[src/psr_pkg.sv]
// Package for the power status and reset control block.
// Assumes a single 200 MHz clock and a 16-bit register port with byte addresses.
package psr_pkg;

  // ----------------------------------------------------------------
  // Register offsets (byte addresses as printed)
  // ----------------------------------------------------------------
  localparam logic [31:0] ADDR_PIN_RESET_HOLD_TIME     = 32'h0500_0042;
  localparam logic [31:0] ADDR_ANALOG_SUPPLY_STATUS    = 32'h5000_002A;
  localparam logic [31:0] ADDR_CRYSTAL_START_TRIM      = 32'h5000_0030;
  localparam logic [31:0] ADDR_CRYSTAL_READY_DELAY     = 32'h5000_0034;
  localparam logic [31:0] ADDR_CRYSTAL_CORE_CONTROL    = 32'h5000_0038;
  localparam logic [31:0] ADDR_PIN_RESET_SELECT        = 32'h5000_0040;
  localparam logic [31:0] ADDR_SLEEP_REFERENCE_REFRESH = 32'h5000_0050;
  localparam logic [31:0] ADDR_SUPPLY_SWITCH_CONTROL   = 32'h5000_0052;

  // ----------------------------------------------------------------
  // Reset values and field layouts
  // ----------------------------------------------------------------
  localparam logic [15:0] RST_HOLD_TIME      = 16'h0018;
  localparam logic [15:0] RST_START_TRIM     = 16'h00AA;
  localparam logic [15:0] RST_READY_DELAY    = 16'h0000;
  localparam logic [15:0] RST_CORE_CONTROL   = 16'h0015;
  localparam logic [15:0] RST_PIN_SELECT     = 16'h0000;
  localparam logic [15:0] RST_REFRESH        = 16'h0080;
  localparam logic [15:0] RST_SWITCH_CONTROL = 16'h0000;

  localparam logic [15:0] MASK_HOLD_TIME      = 16'h007F;
  localparam logic [15:0] MASK_READY_DELAY    = 16'h00FF;
  localparam logic [15:0] MASK_CORE_CONTROL   = 16'h00FF;
  localparam logic [15:0] MASK_PIN_SELECT     = 16'h00FF;
  localparam logic [15:0] MASK_REFRESH        = 16'h0FFF;
  localparam logic [15:0] MASK_SWITCH_CONTROL = 16'h8000;

  localparam int POS_PIN_POLARITY = 7;
  localparam int POS_SWITCH_MODE  = 15;
  localparam int POS_BOOST        = 8;

  localparam logic [3:0] SEL_DISABLED = 4'h0;
  localparam logic [3:0] SEL_LAST     = 4'hC;

  // ----------------------------------------------------------------
  // Timing
  // ----------------------------------------------------------------
  localparam int CLOCK_HZ          = 200_000_000;
  localparam int SLOW_HZ           = 32_000;
  localparam int SLOW_DIV          = CLOCK_HZ / SLOW_HZ;
  localparam int HOLD_UNIT_CYCLES  = 4096;
  localparam int REFRESH_UNIT_MS   = 2;
  localparam int REFRESH_UNIT_SLOW = REFRESH_UNIT_MS * SLOW_HZ / 1000;

  // ----------------------------------------------------------------
  // Carriers
  // ----------------------------------------------------------------
  typedef struct packed {
    logic [31:0] addr;
    logic [15:0] wdata;
    logic        wr;
    logic        rd;
  } psr_bus_req_t;

  typedef struct packed {
    logic wake_tree_output;
    logic adc_regulator_good;
    logic crystal_regulator_good;
    logic boost_detected;
    logic rail_high_monitor;
    logic rail_low_monitor;
    logic bandgap_good;
    logic rail_high_below;
    logic rail_high_above;
    logic rail_high_good;
    logic rail_low_good;
    logic low_regulator_good;
    logic core_regulator_good;
  } psr_analog_t;

endpackage

[src/psr_slow_tick.sv]
// Divider that makes the 32 kHz enable pulse from the fast clock.
// Assumes one clock domain; the pulse is one clock wide.
`timescale 1ns/1ps
`default_nettype none
module psr_slow_tick #(
  parameter int DIV = 6250
) (
  input  wire logic clock,
  input  wire logic rstn,
  output logic      tick
);
  localparam int W = $clog2(DIV);

  // ----------------------------------------------------------------
  // Checks
  // ----------------------------------------------------------------
  if (DIV < 2) begin : g_bad
    $error("Divider must be at least two.");
  end

  typedef struct packed {
    logic [W-1:0] count;
    logic         tick;
  } psr_tick_state_t;

  psr_tick_state_t state;
  psr_tick_state_t next_state;

  // Count down and pulse once per period.
  always_comb
  begin
    next_state = state;
    next_state.tick = 1'b0;
    if (state.count == '0)
    begin
      next_state.count = W'(DIV - 1);
      next_state.tick = 1'b1;
    end
    else
    begin
      next_state.count = state.count - 1'b1;
    end
  end

  // State register.
  always_ff @(posedge clock or negedge rstn)
  begin
    if (!rstn)
      state <= '0;
    else
      state <= next_state;
  end

  assign tick = state.tick;
endmodule
`default_nettype wire

[src/psr_ctrl.sv]
// Power status, crystal timing, pin reset and reference refresh registers.
// Assumes a register master on the same clock and analog indicators that are asynchronous.
// Behaviour
// - Wake tree output readable; low wakes chip
// - Rail monitors report 0 low, 1 good
// - Flags for upper rail 50 mV below/above
// - Topology bit: 0 buck, 1 boost
// - Converter good follows rail per topology
// - Low regulator good valid in high-current only
// - Regulator and bandgap good flags read zero after reset
// - Count slow cycles, then crystal ready interrupt
// - Ramp trim upper byte, start trim 0xAA
// - Polarity bit applies to GPIO input only
// - Four-bit selector picks reset GPIO or none
// - Reset after hold value times 4096 slow cycles
// - Hold value zero disables pin reset
// - Periodic bandgap refresh in 2 ms units
// - Mode bit selects manual or automatic switch
//
// Decided for this implementation: the strobed register port.
`timescale 1ns/1ps
`default_nettype none
module psr_ctrl
  import psr_pkg::*;
#(
  parameter int NUM_PINS   = 12,
  parameter int HOLD_UNIT  = psr_pkg::HOLD_UNIT_CYCLES,
  parameter int SLOW_DIV_P = psr_pkg::SLOW_DIV
) (
  input  wire logic                 clock,
  input  wire logic                 rstn,
  input  wire psr_pkg::psr_bus_req_t bus_req,
  output logic [15:0]               rdata,
  input  wire psr_pkg::psr_analog_t analog_in,
  input  wire logic [NUM_PINS-1:0]  gpio_in,
  input  wire logic                 reset_pad_n,
  input  wire logic                 crystal_enable,
  input  wire logic                 sleep_active,
  output logic                      crystal_ready_interrupt,
  output logic                      pin_reset,
  output logic                      reference_refresh,
  output logic                      rail_switch_mode,
  output logic                      rail_switch_auto
);
  import psr_pkg::*;

  localparam int HW = $clog2(HOLD_UNIT) + 7;

  // ----------------------------------------------------------------
  // Elaboration checks
  // ----------------------------------------------------------------
  if (NUM_PINS < 1 || NUM_PINS > 12) begin : g_bad_pins
    $error("Selector can address one to twelve pins.");
  end
  if (HOLD_UNIT < 1) begin : g_bad_unit
    $error("Hold unit must be positive.");
  end

  // Whether an address hits a register, used by read and write decode.
  function automatic logic hit(input logic [31:0] a, input logic [31:0] r);
    hit = (a == r);
  endfunction

  // ----------------------------------------------------------------
  // Synchronisers
  // ----------------------------------------------------------------
  localparam int SW = $bits(psr_analog_t) + NUM_PINS + 3;
  // The pad bit sits third from the bottom and idles high, so a flop reset must not look like a pressed pad.
  localparam logic [SW-1:0] SYNC_IDLE = SW'(3'b100);
  logic [SW-1:0] sync_a;
  logic [SW-1:0] sync_b;

  // Two flops for everything from pins and analog comparators.
  always_ff @(posedge clock or negedge rstn)
  begin
    if (!rstn)
    begin
      sync_a <= SYNC_IDLE;
      sync_b <= SYNC_IDLE;
    end
    else
    begin
      sync_a <= {analog_in, gpio_in, reset_pad_n, crystal_enable, sleep_active};
      sync_b <= sync_a;
    end
  end

  psr_analog_t         ana;
  logic [NUM_PINS-1:0] gpio_s;
  logic                pad_n_s;
  logic                xtal_en_s;
  logic                sleep_s;
  assign {ana, gpio_s, pad_n_s, xtal_en_s, sleep_s} = sync_b;

  // ----------------------------------------------------------------
  // Slow clock enable
  // ----------------------------------------------------------------
  logic slow_tick;

  psr_slow_tick #(
    .DIV (SLOW_DIV_P)
  ) u_tick (
    .clock (clock),
    .rstn  (rstn),
    .tick  (slow_tick)
  );

  // ----------------------------------------------------------------
  // State
  // ----------------------------------------------------------------
  typedef struct packed {
    logic [15:0]   hold_time;
    logic [15:0]   start_trim;
    logic [15:0]   ready_delay;
    logic [15:0]   core_control;
    logic [15:0]   pin_select;
    logic [15:0]   refresh;
    logic [15:0]   switch_control;
    logic [15:0]   rdata;
    logic [7:0]    ready_count;
    logic          ready_running;
    logic          xtal_en_d;
    logic          ready_irq;
    logic [HW-1:0] hold_count;
    logic          pin_reset;
    logic [11:0]   refresh_units;
    logic [15:0]   refresh_sub;
    logic          refresh_pulse;
  } psr_state_t;

  psr_state_t state;
  psr_state_t next_state;

  // Status word, sampled live on each read.
  logic [15:0] status_word;
  logic        converter_good;
  logic        pin_asserted;
  logic [3:0]  sel;
  logic [HW-1:0] hold_target;

  assign converter_good = ana.boost_detected ? ana.rail_high_good : ana.rail_low_good;

  // Status bit layout; bit 11 and the top bits read zero.
  always_comb
  begin
    status_word = '0;
    status_word[12] = ana.wake_tree_output;
    status_word[10] = ana.adc_regulator_good;
    status_word[9] = ana.crystal_regulator_good;
    status_word[POS_BOOST] = ana.boost_detected;
    status_word[7] = ana.rail_high_monitor;
    status_word[6] = ana.rail_low_monitor;
    status_word[5] = ana.bandgap_good;
    status_word[4] = ana.rail_high_below;
    status_word[3] = ana.rail_high_above;
    status_word[2] = converter_good;
    status_word[1] = ana.low_regulator_good;
    status_word[0] = ana.core_regulator_good;
  end

  always_comb
  begin
    sel = state.pin_select[3:0];
    pin_asserted = 1'b0;
    for (int i = 0; i < NUM_PINS; i++)
    begin
      if (sel == 4'(i + 1))
      begin
        pin_asserted = state.pin_select[POS_PIN_POLARITY] ? gpio_s[i] : !gpio_s[i];
      end
    end
  end

  assign hold_target = HW'(state.hold_time[6:0]) * HW'(HOLD_UNIT);

  // Next-state logic for registers and timers.
  always_comb
  begin
    next_state = state;
    next_state.refresh_pulse = 1'b0;
    next_state.xtal_en_d = xtal_en_s;

    // Register writes; read-only status takes no write.
    if (bus_req.wr)
    begin
      if (hit(bus_req.addr, ADDR_PIN_RESET_HOLD_TIME))
        next_state.hold_time = bus_req.wdata & MASK_HOLD_TIME;
      if (hit(bus_req.addr, ADDR_CRYSTAL_START_TRIM))
        next_state.start_trim = bus_req.wdata;
      if (hit(bus_req.addr, ADDR_CRYSTAL_READY_DELAY))
        next_state.ready_delay = bus_req.wdata & MASK_READY_DELAY;
      if (hit(bus_req.addr, ADDR_CRYSTAL_CORE_CONTROL))
        next_state.core_control = bus_req.wdata & MASK_CORE_CONTROL;
      if (hit(bus_req.addr, ADDR_PIN_RESET_SELECT))
        next_state.pin_select = bus_req.wdata & MASK_PIN_SELECT;
      if (hit(bus_req.addr, ADDR_SLEEP_REFERENCE_REFRESH))
        next_state.refresh = bus_req.wdata & MASK_REFRESH;
      if (hit(bus_req.addr, ADDR_SUPPLY_SWITCH_CONTROL))
        next_state.switch_control = bus_req.wdata & MASK_SWITCH_CONTROL;
    end

    // Read data stand one cycle after the strobe; unmapped reads give zero.
    next_state.rdata = '0;
    if (bus_req.rd)
    begin
      if (hit(bus_req.addr, ADDR_ANALOG_SUPPLY_STATUS))
        next_state.rdata = status_word;
      else if (hit(bus_req.addr, ADDR_PIN_RESET_HOLD_TIME))
        next_state.rdata = state.hold_time;
      else if (hit(bus_req.addr, ADDR_CRYSTAL_START_TRIM))
        next_state.rdata = state.start_trim;
      else if (hit(bus_req.addr, ADDR_CRYSTAL_READY_DELAY))
        next_state.rdata = state.ready_delay;
      else if (hit(bus_req.addr, ADDR_CRYSTAL_CORE_CONTROL))
        next_state.rdata = state.core_control;
      else if (hit(bus_req.addr, ADDR_PIN_RESET_SELECT))
        next_state.rdata = state.pin_select;
      else if (hit(bus_req.addr, ADDR_SLEEP_REFERENCE_REFRESH))
        next_state.rdata = state.refresh;
      else if (hit(bus_req.addr, ADDR_SUPPLY_SWITCH_CONTROL))
        next_state.rdata = state.switch_control;
    end

    next_state.ready_irq = 1'b0;
    if (!xtal_en_s)
    begin
      next_state.ready_running = 1'b0;
    end
    else if (xtal_en_s && !state.xtal_en_d && state.ready_delay[7:0] != 8'h00)
    begin
      next_state.ready_running = 1'b1;
      next_state.ready_count = state.ready_delay[7:0];
    end
    else if (state.ready_running && slow_tick)
    begin
      if (state.ready_count == 8'h01)
      begin
        next_state.ready_running = 1'b0;
        next_state.ready_irq = 1'b1;
      end
      next_state.ready_count = state.ready_count - 8'h01;
    end

    if (!pin_asserted || sel == SEL_DISABLED || sel > SEL_LAST)
    begin
      next_state.hold_count = '0;
      next_state.pin_reset = 1'b0;
    end
    else if (state.hold_time[6:0] == 7'h00)
    begin
      next_state.hold_count = '0;
      next_state.pin_reset = 1'b0;
    end
    else if (slow_tick && !state.pin_reset)
    begin
      if (state.hold_count + 1'b1 >= hold_target)
        next_state.pin_reset = 1'b1;
      next_state.hold_count = state.hold_count + 1'b1;
    end

    if (!sleep_s)
    begin
      next_state.refresh_units = '0;
      next_state.refresh_sub = '0;
    end
    else if (slow_tick)
    begin
      if (state.refresh_sub == 16'(REFRESH_UNIT_SLOW - 1))
      begin
        next_state.refresh_sub = '0;
        if (state.refresh_units + 1'b1 >= state.refresh[11:0])
        begin
          next_state.refresh_units = '0;
          next_state.refresh_pulse = 1'b1;
        end
        else
        begin
          next_state.refresh_units = state.refresh_units + 1'b1;
        end
      end
      else
      begin
        next_state.refresh_sub = state.refresh_sub + 16'h0001;
      end
    end
  end

  // State register with documented reset values.
  always_ff @(posedge clock or negedge rstn)
  begin
    if (!rstn)
    begin
      state <= '0;
      state.hold_time <= RST_HOLD_TIME;
      state.start_trim <= RST_START_TRIM;
      state.ready_delay <= RST_READY_DELAY;
      state.core_control <= RST_CORE_CONTROL;
      state.pin_select <= RST_PIN_SELECT;
      state.refresh <= RST_REFRESH;
      state.switch_control <= RST_SWITCH_CONTROL;
    end
    else
    begin
      state <= next_state;
    end
  end

  // ----------------------------------------------------------------
  // Outputs
  // ----------------------------------------------------------------
  assign rdata = state.rdata;
  assign crystal_ready_interrupt = state.ready_irq;
  // The reset pad keeps its own fixed active-low sense.
  assign pin_reset = state.pin_reset | !pad_n_s;
  assign reference_refresh = state.refresh_pulse;
  assign rail_switch_mode = state.switch_control[POS_SWITCH_MODE];
  assign rail_switch_auto = state.switch_control[POS_SWITCH_MODE] & ana.boost_detected;
endmodule
`default_nettype wire

[config.mk]
export PLATFORM = sky130hd
export DESIGN_NAME = psr_ctrl
export DESIGN_NICKNAME = d
export VERILOG_FILES = /design/src/psr_pkg.sv /design/src/psr_slow_tick.sv /design/src/psr_ctrl.sv
export SDC_FILE = /design/constraint.sdc
export NUM_CORES = 1
export LEC_CHECK = 0
export ABC_AREA = 1
export ABC_CLOCK_PERIOD_IN_PS = 7500
export BUFFER_PORTS_ARGS = -buffer_cell sky130_fd_sc_hd__buf_2
export CAP_MARGIN = 20
export CORE_MARGIN = 4
export CORE_UTILIZATION = 50
export DETAILED_ROUTE_END_ITERATION = 6
export PLACE_DENSITY = 0.74
export SLEW_MARGIN = 20
export SYNTH_ARGS = -nofsm -noshare
export SYNTH_HDL_FRONTEND = slang
export SYNTH_SLANG_ARGS = --single-unit
[constraint.sdc]
create_clock -name clock -period 7.5 [get_ports clock]
set_input_delay 0.375 -clock clock [delete_from_list [all_inputs] [get_ports clock]]
set_output_delay 0.375 -clock clock [all_outputs]
set_load 0.01 [all_outputs]
# After elaboration in Yosys (flattened, before gate mapping)
# Cells that the tools add are included.
# totals
regBits	206
inputBits	80
output_inout_bits	21
wordCells	153
# classes
n_addsub	5
magnitude_cmp	3
n_eq_ne	26
mux	56
bitwise	2
reduce_logical	40
# ops
op	n
equality test 32 x 31 -> 1 bit, second input constant	7
2-to-1 mux 16 bit	10
2-to-1 mux 20 bit	3
2-to-1 mux 1 bit	36
equality test 32 x 27 -> 1 bit, second input constant	1
2-to-1 mux 29 bit	1
2-to-1 mux 28 bit	1
2-to-1 mux 12 bit	2
AND reduction 2 bit	11
equality test 4 bit, second input constant	5
adder 19 x 1 -> 19 bit, second input constant	1
greater-or-equal comparator 19 bit	1
2-to-1 mux 9 bit	2
adder 16 x 1 -> 16 bit, second input constant	1
equality test 16 x 6 -> 1 bit, second input constant	1
equality test 4 x 3 -> 1 bit, second input constant	4
logical NOT 1 bit	16
logical NOT 13 bit	1
2-to-1 mux 13 bit	1
subtractor 13 x 1 -> 13 bit, second input constant	1
adder 12 x 1 -> 12 bit, second input constant	1
greater-or-equal comparator 12 bit	1
equality test 4 x 2 -> 1 bit, second input constant	2
equality test 8 x 1 -> 1 bit, second input constant	1
other kinds (14)	21

# Longest topological paths before layout
# Gate-level depths: netlist (run 1).
# logic_depth
word_depth	19
depth_mapped	19
ltp_nobuf	19

# Cells and area by module
# Synthesis (run 1) repeated with hierarchy kept, for this count alone.
# hier_totals
hier_cells	1217
hier_area_um2	10342.4
# by_module_without_submodules
module	instances	cells_each	area_per_inst_um2	seq_area_each_um2
psr_ctrl	1	1119	9596.7	4819.6
psr_slow_tick	1	98	745.7	350.3

# Worst setup path after synthesis (run 1)
# OpenSTA, ideal clock, no wires.
# synth_timing
path_kind	reg-to-reg
start	reg state[17] (netlist bit)
end	reg state[19] (netlist bit)
setup_ps	117
arrival_ps	2468
required_ps	7383
slack_ps	4914
path_stages_with_launch	20
path_buffers	0
period_less_slack_ps	2586
path_cell_list	dfrtp_1 > ha_1 > nand2_1 > nor2_1 > nand2_1 > nor2_1 > nand3_1 > nand3b_1 > xor2_1 > inv_1 > ha_1 > nand2_1 > nor2_1 > nand2_1 > o211ai_1 > a31oi_1 > nand2_1 > inv_1 > nand3_1 > nand2_1
# synth_via
elab_chain_len	6
# synth_rtl
item	line	text
start: declaration	psr_ctrl.sv:131	psr_state_t state;
start signal: assignment	psr_ctrl.sv:304	state <= next_state;
adder 12 x 1 -> 12 bit *	psr_ctrl.sv:271, psr_ctrl.sv:278	
greater-or-equal comparator 12 bit	psr_ctrl.sv:271	if (state.refresh_units + 1'b1 >= state.refresh[11:0])
2-to-1 mux 12 bit *	psr_ctrl.sv:271	
2-to-1 mux 12 bit *	psr_ctrl.sv:268	if (state.refresh_sub == 16'(REFRESH_UNIT_SLOW - 1))
2-to-1 mux 29 bit *	psr_ctrl.sv:266	else if (slow_tick)
2-to-1 mux 28 bit *	psr_ctrl.sv:261	if (!sleep_s)
# Mark *: on every way between the ends. The rest lies on a longest branch, timed or not. The select of a mux whose other input is x is not followed.
# A chain may end at the register's enable or synchronous reset.

# Worst setup path in the final report (run 1)
# Ends and elaborated chain as after synthesis.

==> results of run 1 <==
==> cells by family after synthesis <==
logic type                 after synthesis
AOI/OAI and AO/OA                      187
xor gates and xnor gates                40
adders and majority gates               25
buffers and inverters                  198
DFF                                    206
muxes                                    7
and+or+nand+nor                        523
==> final timing paths <==
kind,from,endpoint,slack (ns)
setup / recovery,state[17],state[19],4.50
hold / removal,analog_in[4],sync_a[19],0.01
setup reg to reg,state[17],state[19],4.50
hold reg to reg,sync_a[13],sync_b[13],0.34
max in group asynchronous,rstn,rdata[10],4.98
min in group asynchronous,rstn,state[58],0.43
==> worst max-delay path: cells and delay by family (launching register included) <==
| family | cells | cell delay, ns |
|---|---|---|
| simple gates | 12 | 1.51 |
| fa+ha+maj | 2 | 0.47 |
| flops | 1 | 0.39 |
| buf+inv | 2 | 0.22 |
| xor+xnor | 1 | 0.14 |
| compound gates | 2 | 0.14 |
==> state kept, by name (all words and copies together) (netlist names) <==
name,cells
rdata,16
u_tick.tick,1
sel,4
reference_refresh,1
crystal_ready_interrupt,1
sync_b,28
sync_a,28
u_tick.state,13
rail_switch_mode,1
state,113
==> power groups by stage <==
stage | registers, mW | clock network (mW) | logic [mW]
after global routing | 1.14 | 1.25 | 0.0912
final | 1.13 | 1.18 | 0.0797
after global placement | 1.15 | 0 | 0.0688
after CTS | 1.13 | 1.20 | 0.0809
after floorplan | 1.15 | 0 | 0.0170
after detailed placement | 1.15 | 0 | 0.0697
==> metal layers <==
layer | GRT usage | wire length [um] | up-vias
met2 | 0.332 | 10300 | 216
li1 | - | - | 4040
met5 | 0 | 0 | -
met4 | 0.0471 | 518 | 0
met1 | 0.289 | 10500 | 3818
met3 | 0.0280 | 1250 | 42
==> area by class of cell <==
type                            count  area share
Clock buffer                       32      0.0566
Sequential cell                   206       0.437
Timing Repair Buffer              130      0.0678
Tap cell                          265      0.0280
Inverter                          158      0.0501
Multi-Input combinational cell    782       0.348
Clock inverter                      8      0.0121
==> synth_stat cells, drive strengths merged (3+ instances only) <==
| library cell | instances |
|---|---|
| nand2 | 292 |
| dfrtp | 194 |
| inv | 158 |
| o21ai | 124 |
| nor2 | 112 |
| nand3 | 65 |
| buf | 34 |
| a21oi | 33 |
| xor2 | 28 |
| ha | 25 |
| nand4 | 21 |
| nor3 | 18 |
| dfstp | 12 |
| xnor2 | 12 |
| o22ai | 9 |
| nor4 | 7 |
| clkbuf | 6 |
| mux2 | 6 |
| o211ai | 5 |
| o221ai | 4 |
| a31oi | 3 |
| nand3b | 3 |
| or2 | 3 |
==> metrics by stage <==
stage                     utilization  total power [mW]  area [um2]  std cells  hold WS [ns]
after floorplan                     -              1.17       10200       1186        0.0794
after global placement          0.545              1.22       10700       1514         0.334
after CTS                       0.600              2.42       11800       1581       0.00398
final                           0.600              2.40       11800       1581        0.0125
after global routing            0.600              2.48       11800       1581       0.00140
after detailed placement        0.545              1.22       10700       1514         0.335
==> impl_metrics.csv, run 1 <==
group,metric,value,unit
status,outcome,"finished, final reports clean",
synthesis,synth_fa_ha_area_frac,0.0308,
synthesis,yosys.area.top_type_share,0.478,
clock_network,clkLatencyLatePin,0.50,ns
synthesis,yosys.area_share.simple,0.231,
setup_path,critPathArrivalTime,3.39,ns
timing,finalCritPeriodShare,0.401,
synthesis,ys_types,53,
synthesis,yosys_warnings,0,
finish,layout.nets,1406,
synthesis,synth_edf_count,0,
clock_network,cts_resized,0,
synthesis,syn_nets,1291,
timing,period_needed,3.00,ns
clock_network,clock_path_buffers,3,
synthesis,yosys_most_used_dff,"dfrtp_1",
power,peakVddDrop,0.000225,V
clock_network,cts_tree,"done",
routing,route.antenna.remaining_nets,0,
timing,setup_ws,4.50,ns
finish,layout_commonest_cell,"nand2_1",
synthesis,syn_inst,1186,
routing,via_count,8116,
placement,place_ws,4.54,ns
timing,hold_viol,0,
placement,gp_congestion,0.879,
run,drv_cap,0,
synthesis,yosysSeqAreaShare,0.509,
floorplanning,initial_utilization,0.515,
routing,finalWirelength,22500,um
floorplanning,rows,51,
synthesis,async_flop_share,1.00,
finish,drive_gt1_frac,0.160,
finish,antennaDiodeCount,0,
floorplanning,die_height,151,um
clock_network,cts_hold_buf,27,
global_route,antenna_found_initial,0,
worst_hold_path,hp-class,"in2reg",
clock_network,clk_pin_slew,0.05,ns
finish,seq_area,5170,um2
timing,clock_skew,0.00501,ns
routing,drc,0,
finish,multi_input_area,4120,um2
placement,io_buffers,100,
synthesis,synth_xor_area_frac,0.0352,
power,p_leak,5.69,nW
global_route,grt_max_degree,77,
routing,post_drt_wl_per_cell,14.2,um
floorplanning,core,19700,um2
power,p_comb_frac,0.033,
setup_path,end_kind,"register",
setup_path,path_max_fanout,10,
power,p_per_area,203,nW/um2
floorplanning,die_area,22700,um2
routing,drt_iter0_drc,485,
placement,hpwlAfterDp,15800,um
setup_path,crit_top_cell,"nand2_1",
setup_path,critPathMaxStageDelay,0.39,ns
floorplanning,design.portCount,101,
setup_path,cp_slowest_cell,"dfrtp_1",
timing,setup_viol,0,
power,p_sw_frac,0.201,
finish,syn_to_final_growth,16.5,%
clock_network,cts_root_buf,"clkbuf_16",
routing,firstDrtPassIters,5,
routing,vias_per_cell,5.13,
synthesis,ys_ff_latch,206,
power,clockPowerShare,0.493,
synthesis,synth_top_family_by_area,"simple AND/OR/NAND/NOR gates",
power,power_switching,0.482,mW
global_route,grt_pass1_wl,37300,um
setup_path,setup.worst_path.start_class,"register",
synthesis,synth_area_leader_cell,"dfrtp_1",
synthesis,netlist_area,10200,um2
power,seqPwrFrac,0.473,
global_route,grt_pass1_vias,7719,
setup_path,cp_cell_sequence,"ha_1, nand2_1, nor2_1, nand2_1, nor2_1, nand3_1, nand3b_1, xor2_1, inv_1, ha_1, nand2_1, nor2_1, nand2_1, o211ai_1, a31oi_1, nand2_1, inv_1, nand3_1, nand2_1",
clock_network,cts_buffers,23,
clock_network,cts.sinks,206,
timing,finalSetupTns,0,ns
timing,rsz0062_at_grt,"false",
timing,max_slew.worst_pin.slew,1.05,ns
setup_path,cp_data_required_time,7.89,ns
global_route,grt_overflow,0,
power,p_int,1.91,mW
clock_network,post_cts_buffers,0,
synthesis,synthMuxAreaShare,0.00911,
setup_path,reg2reg_depth,19,
floorplanning,die_width,151,um
timing,final-max-slew-violation-count,0,
synthesis,synth_area_leaders,"dfrtp_1 (48%), nand2_1 (10%), inv_1 (5.5%), o21ai_0 (3.7%), nor2_1 (3.6%)",
finish,final_cell_mix,"nand2_1 (276), dfrtp_1 (194), inv_1 (149)",
synthesis,syn_avg_cell_area,8.57,um2
worst_hold_path,hold_depth,1,
timing,fmax,333,MHz
global_route,grt_usage,0.203,
clock_network,cts_max_level,1,
setup_path,path_class,"reg2reg",
synthesis,synth-compound-area-share,0.0994,
finish,fill_cells,1649,
timing,relSlewSlack,0.295,
No activity file was read; power rests on OpenSTA's default activity.
==> run 2: changes to the inputs <==
Settings changed: ABC_CLOCK_PERIOD_IN_PS 7500 to 2500, PLACE_DENSITY 0.74 to 0.77.
Clock period 7.5 ns to 2.5 ns, I/O delays scaled along.
==> run 2 against run 1 <==
Net effect: the flow now finishes with violations (setup timing); first-iteration DRC count grew 37%; critical path depth shrank 2; worst setup slack lost 4.7 ns; die area is the same; count of clock-buffer cells in the layout is the same; sequential share of layout area shrank 2.1 points; register-to-register slack lost 4.7 ns; utilization grew 3.0 points; via count grew 4.8%; critical endpoint is now reference_refresh.
==> impl_metrics.csv, run 2 (synthesis gave the netlist of run 1 again) <==
group,metric,value,unit
status,outcome,"complete, but fails checks",
status,violations,"setup timing",
setup_path,path_max_fanout,5,
finish,syn_to_final_growth,22.3,%
global_route,grt_usage,0.221,
routing,drt_iter0_drc,663,
floorplanning,die_height,151,um
finish,top_regs,"state: 113 flops, sync_a: 28 flops, sync_b: 28 flops",
setup_path,cp_cell_sequence,"buf_6, nand2_4, nor2_4, nand4_1, nor3_2, nand3_1, xnor2_2, ha_4, nand2_4, nor2_4, nand2_2, o211ai_1, a31oi_1, nand2_2, buf_6, nand2_2, inv_2",
routing,vias_per_cell,5.23,
clock_network,clkLatencyLatePin,0.51,ns
timing,fmax,372,MHz
global_route,grt_overflow,0,
placement,hpwlAfterDp,16600,um
power,p_comb_frac,0.036,
power,power,7.17,mW
routing,via_count,8507,
finish,final_cell_mix,"nand2_1 (267), dfrtp_1 (193), inv_1 (147)",
floorplanning,design.portCount,101,
finish,layout.nets,1450,
finish,drive_gt1_frac,0.209,
global_route,grt_pass1_wl,40700,um
timing,max_slew.worst_pin.slew,0.622,ns
timing,setup_viol,14,
finish,fill_cells,1577,
timing,relSlewSlack,0.584,
routing,finalWirelength,24900,um
power,p_per_area,578,nW/um2
timing,clock_skew,0.0146,ns
timing,rsz0062_at_grt,"true",
floorplanning,core,19700,um2
global_route,antenna_found_initial,0,
power,p_leak,5.97,nW
setup_path,critPathArrivalTime,3.09,ns
finish,largest_register,"state",
finish,layout_commonest_cell,"nand2_1",
run,drv_cap,0,
clock_network,cts.sinks,206,
timing,final-max-slew-violation-count,0,
routing,firstDrtPassIters,7,
setup_path,cp_slowest_cell,"dfrtp_1",
timing,period_needed,2.68,ns
timing,finalCritPeriodShare,1.07,
clock_network,cts_max_level,1,
power,clockPowerShare,0.489,
clock_network,cts_root_buf,"clkbuf_16",
floorplanning,initial_utilization,0.515,
power,p_sw_frac,0.210,
finish,final_util,0.630,
floorplanning,rows,51,
floorplanning,die_area,22700,um2
power,p_int,5.67,mW
clock_network,clock_path_buffers,3,
finish,final_cell_area,12400,um2
setup_path,path_class,"reg2reg",
clock_network,clk_pin_slew,0.06,ns
placement,io_buffers,100,
power,peakVddDrop,0.000551,V
power,seqPwrFrac,0.475,
finish,antennaDiodeCount,0,
placement,placed_area,10900,um2
setup_path,end_kind,"register",
power,power_switching,1.51,mW
finish,largest_register_ffs,113,
worst_hold_path,hp-class,"in2reg",
clock_network,cts_buffers,23,
timing,setup_ws,-0.185,ns
timing,hold_viol,0,
setup_path,cp_data_required_time,2.91,ns
worst_hold_path,hold_depth,3,
routing,route.antenna.remaining_nets,0,
setup_path,crit_top_cell,"nand2_2",
placement,gp_congestion,0.864,
global_route,grt_max_degree,105,
routing,post_drt_wl_per_cell,15.3,um
floorplanning,die_width,151,um
clock_network,cts_tree,"done",
routing,drc,0,
placement,place_ws,-0.187,ns
setup_path,setup.worst_path.start_class,"register",
setup_path,reg2reg_depth,17,
global_route,grt_pass1_vias,8306,
setup_path,critPathMaxStageDelay,0.39,ns
run 2: what timing repair did:
item / in CTS / in global routing
gates resized for setup: 21 / 30
hold buffers: 37 / 0
pin swaps: 8 / 18
setup buffers: 8 / 8
hold endpoints to repair: 235 / 0
setup endpoints to repair: 14 / 14
run 2: critical path: cells and delay by family, from the launching register on:
| kind | cells | cell delay, ns |
|---|---|---|
| AOI/OAI and AO/OA | 2 | 0.25 |
| adders and majority gates | 1 | 0.25 |
| DFF | 1 | 0.39 |
| xor gates and xnor gates | 1 | 0.26 |
| and+or+nand+nor | 10 | 1.10 |
| buffers and inverters | 3 | 0.32 |
run 2: through the flow:
step	instances	hold WS, ns	setup TNS [ns]
after floorplan	1186	-0.171	0
after global placement	1532	0.0454	-0.305
after detailed placement	1532	0.0455	-1.05
after CTS	1619	0.00474	-0.240
after global routing	1627	0.0227	-5.35
final	1627	0.0210	-2.08
run 2: per-layer routing:
metal	part of all wire	up-vias	routed length, um	track usage
met5	0	-	0	0
met3	0.066	54	1630	0.0355
met2	0.48	295	11900	0.359
met1	0.43	4022	10700	0.306
met4	0.025	0	621	0.0672
li1	-	4136	-	-
run 2: area by class of cell:
type | count | area, um2 | area share
Clock buffer | 32 | 629 | 0.0507
Sequential cell | 206 | 5170 | 0.416
Clock inverter | 10 | 161 | 0.0130
Inverter | 158 | 593 | 0.0478
Multi-Input combinational cell | 782 | 4340 | 0.349
Timing Repair Buffer | 174 | 1200 | 0.0964
Tap cell | 265 | 332 | 0.0267
run 2: power by group through the flow:
stage / sequential (mW) / clock, mW / combinational, mW
finish: 3.40 / 3.51 / 0.260
global route: 3.41 / 3.72 / 0.293
CTS: 3.40 / 3.57 / 0.261
detailed placement: 3.46 / 0 / 0.216
global placement: 3.46 / 0 / 0.212
floorplan: 3.45 / 0 / 0.0510
run 2: path summary, 6_finish.rpt:
check | startpoint | endpoint | slack, ns
min | bus_req[9] | state[115] | 0.02
max reg2reg | state[18] | reference_refresh | -0.18
min reg2reg | sync_a[15] | sync_b[15] | 0.35
max in group asynchronous | rstn | sync_b[2] | 1.58
min in group asynchronous | rstn | state[100] | 0.08
max | state[18] | reference_refresh | -0.18
